$ cat config.mk
export PLATFORM = sky130hd
export DESIGN_NAME = pwmfs_top
export DESIGN_NICKNAME = d
export VERILOG_FILES = /design/src/common/pwmfs_pkg.sv /design/src/rtl/pwmfs_top.sv /design/src/rtl/pwmfs_fault_flags.sv /design/src/rtl/pwmfs_out_stage.sv
export VERILOG_INCLUDE_DIRS = /design/src /design/src/common
export SDC_FILE = /design/constraint.sdc
export NUM_CORES = 1
export LEC_CHECK = 0
export ABC_AREA = 1
export CAP_MARGIN = 15
export CORE_MARGIN = 2
export CORE_UTILIZATION = 50
export DETAILED_ROUTE_END_ITERATION = 10
export DONT_BUFFER_PORTS = 1
export GPL_TIMING_DRIVEN = 1
export PLACE_DENSITY = 0.75
export REMOVE_ABC_BUFFERS = 1
export SLEW_MARGIN = 10
export SYNTH_ARGS = -nofsm -noshare
export SYNTH_HDL_FRONTEND = slang
export SYNTH_HIERARCHICAL = 1
export SYNTH_SLANG_ARGS = --single-unit
$ cat constraint.sdc
create_clock -name clk_sys_i -period 1.4 [get_ports clk_sys_i]
set_clock_uncertainty 0.05 [all_clocks]
set_input_delay 0.07 -clock clk_sys_i [delete_from_list [all_inputs] [get_ports clk_sys_i]]
set_output_delay 0.07 -clock clk_sys_i [all_outputs]
set_load 0.005 [all_outputs]
$ cat src/common/pwmfs_defs.svh
`ifndef PWMFS_DEFS_SVH
`define PWMFS_DEFS_SVH
// Summary of operation
// - Sense bit per channel: 0 gives active-high output, 1 gives active-low output.
// - Sense bits take writes only while the write lock disable control is 1.
// - Under enabled fault control and a detected fault, affected channels drive their sense value.
// - Status bit 7 reads as the OR of all per-input fault flags.
// - Combined flag clears by status read while set, then writing 0 with no fault present.
// - Writing 1 to the combined fault flag leaves it unchanged.
// - A new fault between the read and the clearing write restarts the sequence.
// - Clearing every per-input flag one by one also clears the combined flag.
// - Status bit 6 always reads as the inverse of the write lock disable control.
// - Writing 1 to the write lock enable bit turns protection on.
// - Protection is turned off by reading enable as 1, then writing 1 to disable.
// - Writing 0 to the write lock enable bit has no effect.
// - Protected bits change only while the write lock enable bit reads 0.
// - A per-input flag sets when fault control, its input enable and its fault are present.
// - Status bit 5 shows the OR of enabled fault inputs while fault control is on.
// - Per-input flag clears by read then writing 0 without fault; 1 ignored; clear-all clears it.

// Register offsets on the plain port
`define PWMFS_OFS_SENSE     8'h24
`define PWMFS_OFS_STATUS    8'h25
`define PWMFS_OFS_MODE      8'h26
`define PWMFS_OFS_FLT_EN    8'h27
`define PWMFS_OFS_CHAN_FLT  8'h28
`define PWMFS_OFS_IRQ_STAT  8'h29
`define PWMFS_OFS_IRQ_MASK  8'h2a

// Status register fields
`define PWMFS_ST_ANY_FLAG   7
`define PWMFS_ST_LOCK_EN    6
`define PWMFS_ST_FLT_LEVEL  5

// Mode register fields
`define PWMFS_MODE_LOCK_DIS 0
`define PWMFS_MODE_FLT_CTL  1

// Interrupt status fields
`define PWMFS_IRQ_FAULT     0
`define PWMFS_IRQ_LOCKED_WR 1

// Reset values
`define PWMFS_RST_SENSE     8'h00
`define PWMFS_RST_LOCK_DIS  1'b1
`define PWMFS_RST_FLT_EN    4'h0
`define PWMFS_RST_CHAN_FLT  8'hff
`define PWMFS_RST_MASK      2'h0

`endif

$ cat src/common/pwmfs_pkg.sv
package pwmfs_pkg;
	localparam int NUM_CH  = 8;
	localparam int NUM_FLT = 4;

	typedef struct packed {
		logic [7:0] addr;
		logic [7:0] wdata;
		logic       wr;
		logic       rd;
	} pwmfs_bus_req_type;

	typedef struct packed {
		logic [NUM_FLT-1:0] clr_bits;
		logic               clr_all;
		logic               arm;
	} pwmfs_flag_ctl_type;
endpackage

$ cat src/rtl/pwmfs_top.sv
`include "pwmfs_defs.svh"

module pwmfs_top (
	input  wire logic                          clk_sys_i,
	input  wire logic                          rst_n_i,
	input  pwmfs_pkg::pwmfs_bus_req_type       bus_i,
	output logic      [7:0]                    rd_data_o,
	input  wire logic [pwmfs_pkg::NUM_CH-1:0]  pwm_active_i,
	input  wire logic [pwmfs_pkg::NUM_FLT-1:0] fault_in_i,
	output logic      [pwmfs_pkg::NUM_CH-1:0]  chan_o,
	output logic                               irq_o
);
	import pwmfs_pkg::*;

	logic [NUM_CH-1:0]  sense_q;
	logic               lock_dis_q;
	logic               lock_arm_q;
	logic               flt_ctl_q;
	logic [NUM_FLT-1:0] flt_en_q;
	logic [NUM_CH-1:0]  chan_flt_q;
	logic [1:0]         irq_stat_q;
	logic [1:0]         irq_mask_q;
	logic [7:0]         rd_data_q;
	logic               irq_q;

	logic               wr_sense;
	logic               wr_status;
	logic               wr_mode;
	logic               wr_flt_en;
	logic               wr_chan_flt;
	logic               rd_status;
	logic               rd_irq;
	logic               locked_wr;
	logic [NUM_FLT-1:0] detect;
	logic [NUM_FLT-1:0] flags;
	logic               any_flag;
	logic               flt_level;
	logic [NUM_CH-1:0]  safe;
	logic [7:0]         status_rd;
	logic [1:0]         irq_set;
	pwmfs_flag_ctl_type flag_ctl;

	function automatic logic hit(input logic [7:0] a, input logic [7:0] ofs);
		return a == ofs;
	endfunction

	assign wr_sense    = bus_i.wr && hit(bus_i.addr, `PWMFS_OFS_SENSE);
	assign wr_status   = bus_i.wr && hit(bus_i.addr, `PWMFS_OFS_STATUS);
	assign wr_mode     = bus_i.wr && hit(bus_i.addr, `PWMFS_OFS_MODE);
	assign wr_flt_en   = bus_i.wr && hit(bus_i.addr, `PWMFS_OFS_FLT_EN);
	assign wr_chan_flt = bus_i.wr && hit(bus_i.addr, `PWMFS_OFS_CHAN_FLT);
	assign rd_status   = bus_i.rd && hit(bus_i.addr, `PWMFS_OFS_STATUS);
	assign rd_irq      = bus_i.rd && hit(bus_i.addr, `PWMFS_OFS_IRQ_STAT);

	// Any attempt on a protected field while locked is dropped and reported
	assign locked_wr = !lock_dis_q && (wr_sense || wr_flt_en || wr_chan_flt
		|| (wr_mode && (bus_i.wdata[`PWMFS_MODE_FLT_CTL] != flt_ctl_q)));

	// Fault inputs are level conditions; filtering lives upstream
	assign detect    = {NUM_FLT{flt_ctl_q}} & flt_en_q & fault_in_i;
	assign flt_level = |detect;
	assign any_flag  = |flags;
	assign safe      = {NUM_CH{flt_ctl_q && any_flag}} & chan_flt_q;

	assign status_rd = {any_flag, !lock_dis_q, flt_level, 1'b0, flags};

	assign flag_ctl.arm      = rd_status;
	assign flag_ctl.clr_all  = wr_status && !bus_i.wdata[`PWMFS_ST_ANY_FLAG];
	assign flag_ctl.clr_bits = {NUM_FLT{wr_status}} & ~bus_i.wdata[NUM_FLT-1:0];

	pwmfs_fault_flags #(
		.N (NUM_FLT)
	) u_flags (
		.clk_sys_i (clk_sys_i),
		.rst_n_i   (rst_n_i),
		.detect_i  (detect),
		.ctl_i     (flag_ctl),
		.flag_o    (flags)
	);

	pwmfs_out_stage #(
		.N (NUM_CH)
	) u_out (
		.clk_sys_i (clk_sys_i),
		.rst_n_i   (rst_n_i),
		.active_i  (pwm_active_i),
		.sense_i   (sense_q),
		.safe_i    (safe),
		.chan_o    (chan_o)
	);

	always_ff @(posedge clk_sys_i) begin
		if (!rst_n_i) begin
			sense_q <= `PWMFS_RST_SENSE;
		end else if (wr_sense && lock_dis_q) begin
			sense_q <= bus_i.wdata;
		end
	end

	always_ff @(posedge clk_sys_i) begin
		if (!rst_n_i) begin
			flt_en_q   <= `PWMFS_RST_FLT_EN;
			chan_flt_q <= `PWMFS_RST_CHAN_FLT;
			flt_ctl_q  <= 1'b0;
		end else if (lock_dis_q) begin
			if (wr_flt_en) begin
				flt_en_q <= bus_i.wdata[NUM_FLT-1:0];
			end
			if (wr_chan_flt) begin
				chan_flt_q <= bus_i.wdata;
			end
			if (wr_mode) begin
				flt_ctl_q <= bus_i.wdata[`PWMFS_MODE_FLT_CTL];
			end
		end
	end

	// Unlock needs a status read showing the lock on, so a stray write cannot unlock
	always_ff @(posedge clk_sys_i) begin
		if (!rst_n_i) begin
			lock_arm_q <= 1'b0;
		end else if (rd_status && !lock_dis_q) begin
			lock_arm_q <= 1'b1;
		end else if (wr_mode || wr_status) begin
			lock_arm_q <= 1'b0;
		end
	end

	always_ff @(posedge clk_sys_i) begin
		if (!rst_n_i) begin
			lock_dis_q <= `PWMFS_RST_LOCK_DIS;
		end else if (wr_status && bus_i.wdata[`PWMFS_ST_LOCK_EN]) begin
			lock_dis_q <= 1'b0;
		end else if (wr_mode) begin
			if (!bus_i.wdata[`PWMFS_MODE_LOCK_DIS]) begin
				lock_dis_q <= 1'b0;
			end else if (lock_arm_q) begin
				lock_dis_q <= 1'b1;
			end
		end
	end

	assign irq_set[`PWMFS_IRQ_FAULT]     = |(detect & ~flags);
	assign irq_set[`PWMFS_IRQ_LOCKED_WR] = locked_wr;

	// Read clears, but an event in the same cycle stays set
	always_ff @(posedge clk_sys_i) begin
		if (!rst_n_i) begin
			irq_stat_q <= 2'h0;
		end else if (rd_irq) begin
			irq_stat_q <= irq_set;
		end else begin
			irq_stat_q <= irq_stat_q | irq_set;
		end
	end

	always_ff @(posedge clk_sys_i) begin
		if (!rst_n_i) begin
			irq_mask_q <= `PWMFS_RST_MASK;
		end else if (bus_i.wr && hit(bus_i.addr, `PWMFS_OFS_IRQ_MASK)) begin
			irq_mask_q <= bus_i.wdata[1:0];
		end
	end

	always_ff @(posedge clk_sys_i) begin
		if (!rst_n_i) begin
			irq_q <= 1'b0;
		end else begin
			irq_q <= |(irq_stat_q & irq_mask_q);
		end
	end

	assign irq_o = irq_q;

	// Unmapped reads and idle cycles return zero
	always_ff @(posedge clk_sys_i) begin
		if (!rst_n_i) begin
			rd_data_q <= 8'h00;
		end else if (!bus_i.rd) begin
			rd_data_q <= 8'h00;
		end else begin
			case (bus_i.addr)
				`PWMFS_OFS_SENSE: begin
					rd_data_q <= sense_q;
				end
				`PWMFS_OFS_STATUS: begin
					rd_data_q <= status_rd;
				end
				`PWMFS_OFS_MODE: begin
					rd_data_q <= {6'h00, flt_ctl_q, lock_dis_q};
				end
				`PWMFS_OFS_FLT_EN: begin
					rd_data_q <= {4'h0, flt_en_q};
				end
				`PWMFS_OFS_CHAN_FLT: begin
					rd_data_q <= chan_flt_q;
				end
				`PWMFS_OFS_IRQ_STAT: begin
					rd_data_q <= {6'h00, irq_stat_q};
				end
				`PWMFS_OFS_IRQ_MASK: begin
					rd_data_q <= {6'h00, irq_mask_q};
				end
				default: begin
					rd_data_q <= 8'h00;
				end
			endcase
		end
	end

	assign rd_data_o = rd_data_q;
endmodule // pwmfs_top

$ cat src/rtl/pwmfs_fault_flags.sv
module pwmfs_fault_flags #(
	parameter int N = 4
) (
	input  wire logic                           clk_sys_i,
	input  wire logic                           rst_n_i,
	input  wire logic [N-1:0]                   detect_i,
	input  pwmfs_pkg::pwmfs_flag_ctl_type       ctl_i,
	output logic      [N-1:0]                   flag_o
);
	import pwmfs_pkg::*;

	logic [N-1:0] flag_q;
	logic [N-1:0] arm_q;
	logic         arm_all_q;

	assign flag_o = flag_q;

	// Each flag is armed by a status read while set; a detection on its own input disarms it
	always_ff @(posedge clk_sys_i) begin
		if (!rst_n_i) begin
			arm_q <= '0;
		end else begin
			arm_q <= (arm_q | ({N{ctl_i.arm}} & flag_q)) & ~detect_i;
		end
	end

	always_ff @(posedge clk_sys_i) begin
		if (!rst_n_i) begin
			arm_all_q <= 1'b0;
		end else if (|detect_i) begin
			arm_all_q <= 1'b0;
		end else if (ctl_i.arm && (|flag_q)) begin
			arm_all_q <= 1'b1;
		end
	end

	// Detection wins over any clear in the same cycle
	always_ff @(posedge clk_sys_i) begin
		if (!rst_n_i) begin
			flag_q <= '0;
		end else begin
			for (int i = 0; i < N; i++) begin
				if (detect_i[i]) begin
					flag_q[i] <= 1'b1;
				end else if (ctl_i.clr_all && arm_all_q) begin
					flag_q[i] <= 1'b0;
				end else if (ctl_i.clr_bits[i] && arm_q[i]) begin
					flag_q[i] <= 1'b0;
				end
			end
		end
	end
endmodule // pwmfs_fault_flags

$ cat src/rtl/pwmfs_out_stage.sv
module pwmfs_out_stage #(
	parameter int N = 8
) (
	input  wire logic         clk_sys_i,
	input  wire logic         rst_n_i,
	input  wire logic [N-1:0] active_i,
	input  wire logic [N-1:0] sense_i,
	input  wire logic [N-1:0] safe_i,
	output logic      [N-1:0] chan_o
);
	import pwmfs_pkg::*;

	logic [N-1:0] chan_q;

	assign chan_o = chan_q;

	always_ff @(posedge clk_sys_i) begin
		if (!rst_n_i) begin
			chan_q <= '0;
		end else begin
			for (int i = 0; i < N; i++) begin
				if (safe_i[i]) begin
					chan_q[i] <= sense_i[i];
				end else begin
					chan_q[i] <= active_i[i] ^ sense_i[i];
				end
			end
		end
	end
endmodule // pwmfs_out_stage

==> reports/metrics.yaml <==
status: "complete, but fails checks"
violations: "negative hold slack"
wl_met1_microns: 2860
worstSetupPathType: "reg -> reg"
crit_path_max_incr_delay_ns: 0.34
cts_tree: "done"
p_comb_frac: 0.065
antenna_found_initial: 0
synth_top_area_share: 0.413
dp_hpwl_microns: 4620
multiInputGateArea_sq_um: 1250
antennaDiodeCount: 0
irDropWorstVdd_uv: 525
grt_max_degree: 34
dieArea_sq_um: 5730
first_iter_violations: 188
core-area_sq_um: 5040
post-cts-setup-buffer-count: 0
cap_violations: 0
cp_slowest_cell: "dfxtp_2"
synthDistinctLibCells: 31
ys_seq_area_frac: 0.413
required_ns: 1.57
synth_area_leader_cell: "dfxtp_1"
final_nets: 424
swShare: 0.242
setup_slack_ns: 0.0705
worst_pin_slew_ns: 0.387
synth_area_leaders: "dfxtp_1, nand2_1, inv_1, a21oi_1, nor2_1"
worstPathArrival_ns: 1.50
synth.ff_latch_count: 53
wl_met2_microns: 3110
dp_slack_ns: 0.0172
rsz0062_at_grt: "yes"
routed_via_density: 5.22
fp.dieH_microns: 75.7
cp_num_buf_inv: 3
hold_viol_final: 1
syn_to_final_growth_pct: 17.5
ctsHtreeMaxLevel: 2
crit_path_max_fanout: 4
rows: 26
finalSetupTns_ns: 0
path_cells: "nor4_2 > inv_1 > nand2_2 > buf_6 > nor2_1 > inv_1 > nand3_2 > nand2_1 > nor2_1"
p_leak_nw: 1.37
power_frac_clock: 0.340
syn_area_per_cell_sq_um: 7.12
fillCellCount: 480
cts_made_buffers: 5
yosysWarnings: 6
synth_area_sq_um: 2570
finalCritPeriodShare: 0.950
start_kind: "flop"
drt-total-wl_microns: 6440
power_per_cell_area_nw_per_um2: 851
gp_congestion: 0.924
initial_core_util: 0.509
timing.fmax_ghz: 0.752
max_slew_margin: 0.741
cp-end-kind: "flop"
overflow: 0
drt-pass1-iter-count: 4
dr_total_vias: 2415
grt_pass1_wl_microns: 10100
slew_viol_final: 0
p_int_w: 0.00195
hold_class: "in -> reg"
wl_per_cell_microns: 13.9
seqPwrFrac: 0.595
clock-sinks: 53
ant_nets: 0
worstSkewPairLatency_ns: 0.31
grt_use_total: 0.234
io_pins: 49
dr_wl_met3_microns: 382
setup_viol: 0
clock-root-buffer: "clkbuf_8"
regArea_sq_um: 1060
drcViolationCount: 0
clkTransAtPathRegs_ns: 0.10
clockBufferDepth: 2
power.switching_w: 0.000621
fin_crit_ns: 1.33
top_layer: "met4"
crit_family: "simple AND/OR/NAND/NOR gates"
hold_slack_ns: -0.000676
port_buffers: 0
drive_gt1_frac: 0.155
final_util: 0.599
grt_pass1_vias: 2154
netlist_instances: 361
die_width_microns: 75.7
-- power groups by stage --
stage	sequential, W	combinational [W]	clock [W]
floorplan	0.00156	0.0000695	0
global placement	0.00156	0.0000825	0
detailed placement	0.00156	0.0000848	0
CTS	0.00153	0.000165	0.000892
global route	0.00153	0.000181	0.000971
finish	0.00153	0.000167	0.000874
-- layout make-up --
| cell class | count | share of cell area |
|---|---|---|
| Tap cell | 70 | 0.0290 |
| Clock buffer | 5 | 0.0228 |
| Sequential cell | 53 | 0.352 |
| Inverter | 56 | 0.0697 |
| Clock inverter | 3 | 0.00705 |
| Timing Repair Buffer | 33 | 0.105 |
| Multi-Input combinational cell | 243 | 0.414 |
-- cell usage after synthesis (all sizes together) --
cell type / count
nand2: 77
dfxtp: 53
o21ai: 17
o211ai: 5
o22ai: 5
buf: 7
nor2: 54
a21oi: 38
xor2: 1
o31ai: 1
inv: 56
nor3: 4
a31oi: 1
nor4: 1
nor3b: 1
nand3: 34
clkbuf: 2
nand4: 4
-- worst min-delay path, stage by stage --
cell,delay (ns)
nor2_1,0.03
nand2_1,0.05
nand3_1,0.06
a21oi_1,0.11
-- layer usage --
metal,up-vias,GRT usage
met5,-,0
met4,0,0.0565
met3,9,0.0675
met2,69,0.385
met1,1111,0.305
li1,1226,-
-- registers in the layout (all words and copies together), names as in the netlist, 4 cells and up --
register / count
chan_flt_q: 8
u_flags/arm_q: 4
sense_q: 8
u_out/chan_o: 8
flt_en_q: 4
u_flags/flag_o: 4
rd_data_o: 8
-- layout by cell type (no fill, tap or decap), types with 5 or more instances in the layout --
cell type / Yosys / layout
o22ai_1: 5 / 5
dfxtp_1: 53 / 52
o21ai_1: 5 / 5
inv_1: 54 / 51
dlygate4sd3_1: 0 / 20
nor2_1: 46 / 43
o211ai_1: 5 / 5
buf_4: 1 / 10
nand2_2: 7 / 8
nor2_2: 3 / 6
a21oi_1: 35 / 35
inv_2: 2 / 5
nand3_2: 8 / 8
nand2_1: 69 / 68
o21ai_0: 11 / 11
nand3_1: 25 / 25
clkbuf_8: 0 / 5
-- final timing paths --
check	from	to	slack (ns)	cells after the start
worst max-delay path	u_flags/flag_o[1]	u_out/chan_o[2]	0.07	9
worst min-delay path	bus_i[3]	u_flags/flag_o[1]	-0.0007	4
worst max register to register	u_flags/flag_o[1]	u_out/chan_o[2]	0.07	9
worst min register to register	u_flags/arm_all_q	u_flags/arm_all_q	0.42	2
-- through the flow --
step                      total power [W]  hold WS [ns]  instance area [sq um]  cells
after floorplan                   0.00163         0.100                   2500    352
after global placement            0.00165         0.110                   2680    434
after detailed placement          0.00165         0.112                   2680    434
after CTS                         0.00259     0.0000127                   2990    463
after global routing              0.00268        0.0102                   3020    463
final                             0.00257     -0.000676                   3020    463
-- cell families after synthesis --
family          Yosys count  share of synthesized area
simple gates            175                      0.332
compound gates           67                      0.145
buf+inv                  65                      0.107
flops                    53                      0.413
xor+xnor                  1                    0.00341
-- what timing repair did --
| action | in CTS | in global routing |
|---|---|---|
| resized for setup | 0 | 11 |
| setup endpoints to repair | 0 | 8 |
| hold endpoints to repair | 42 | 0 |
| hold buffers | 21 | 0 |
Power figures use the tool's default switching activity.
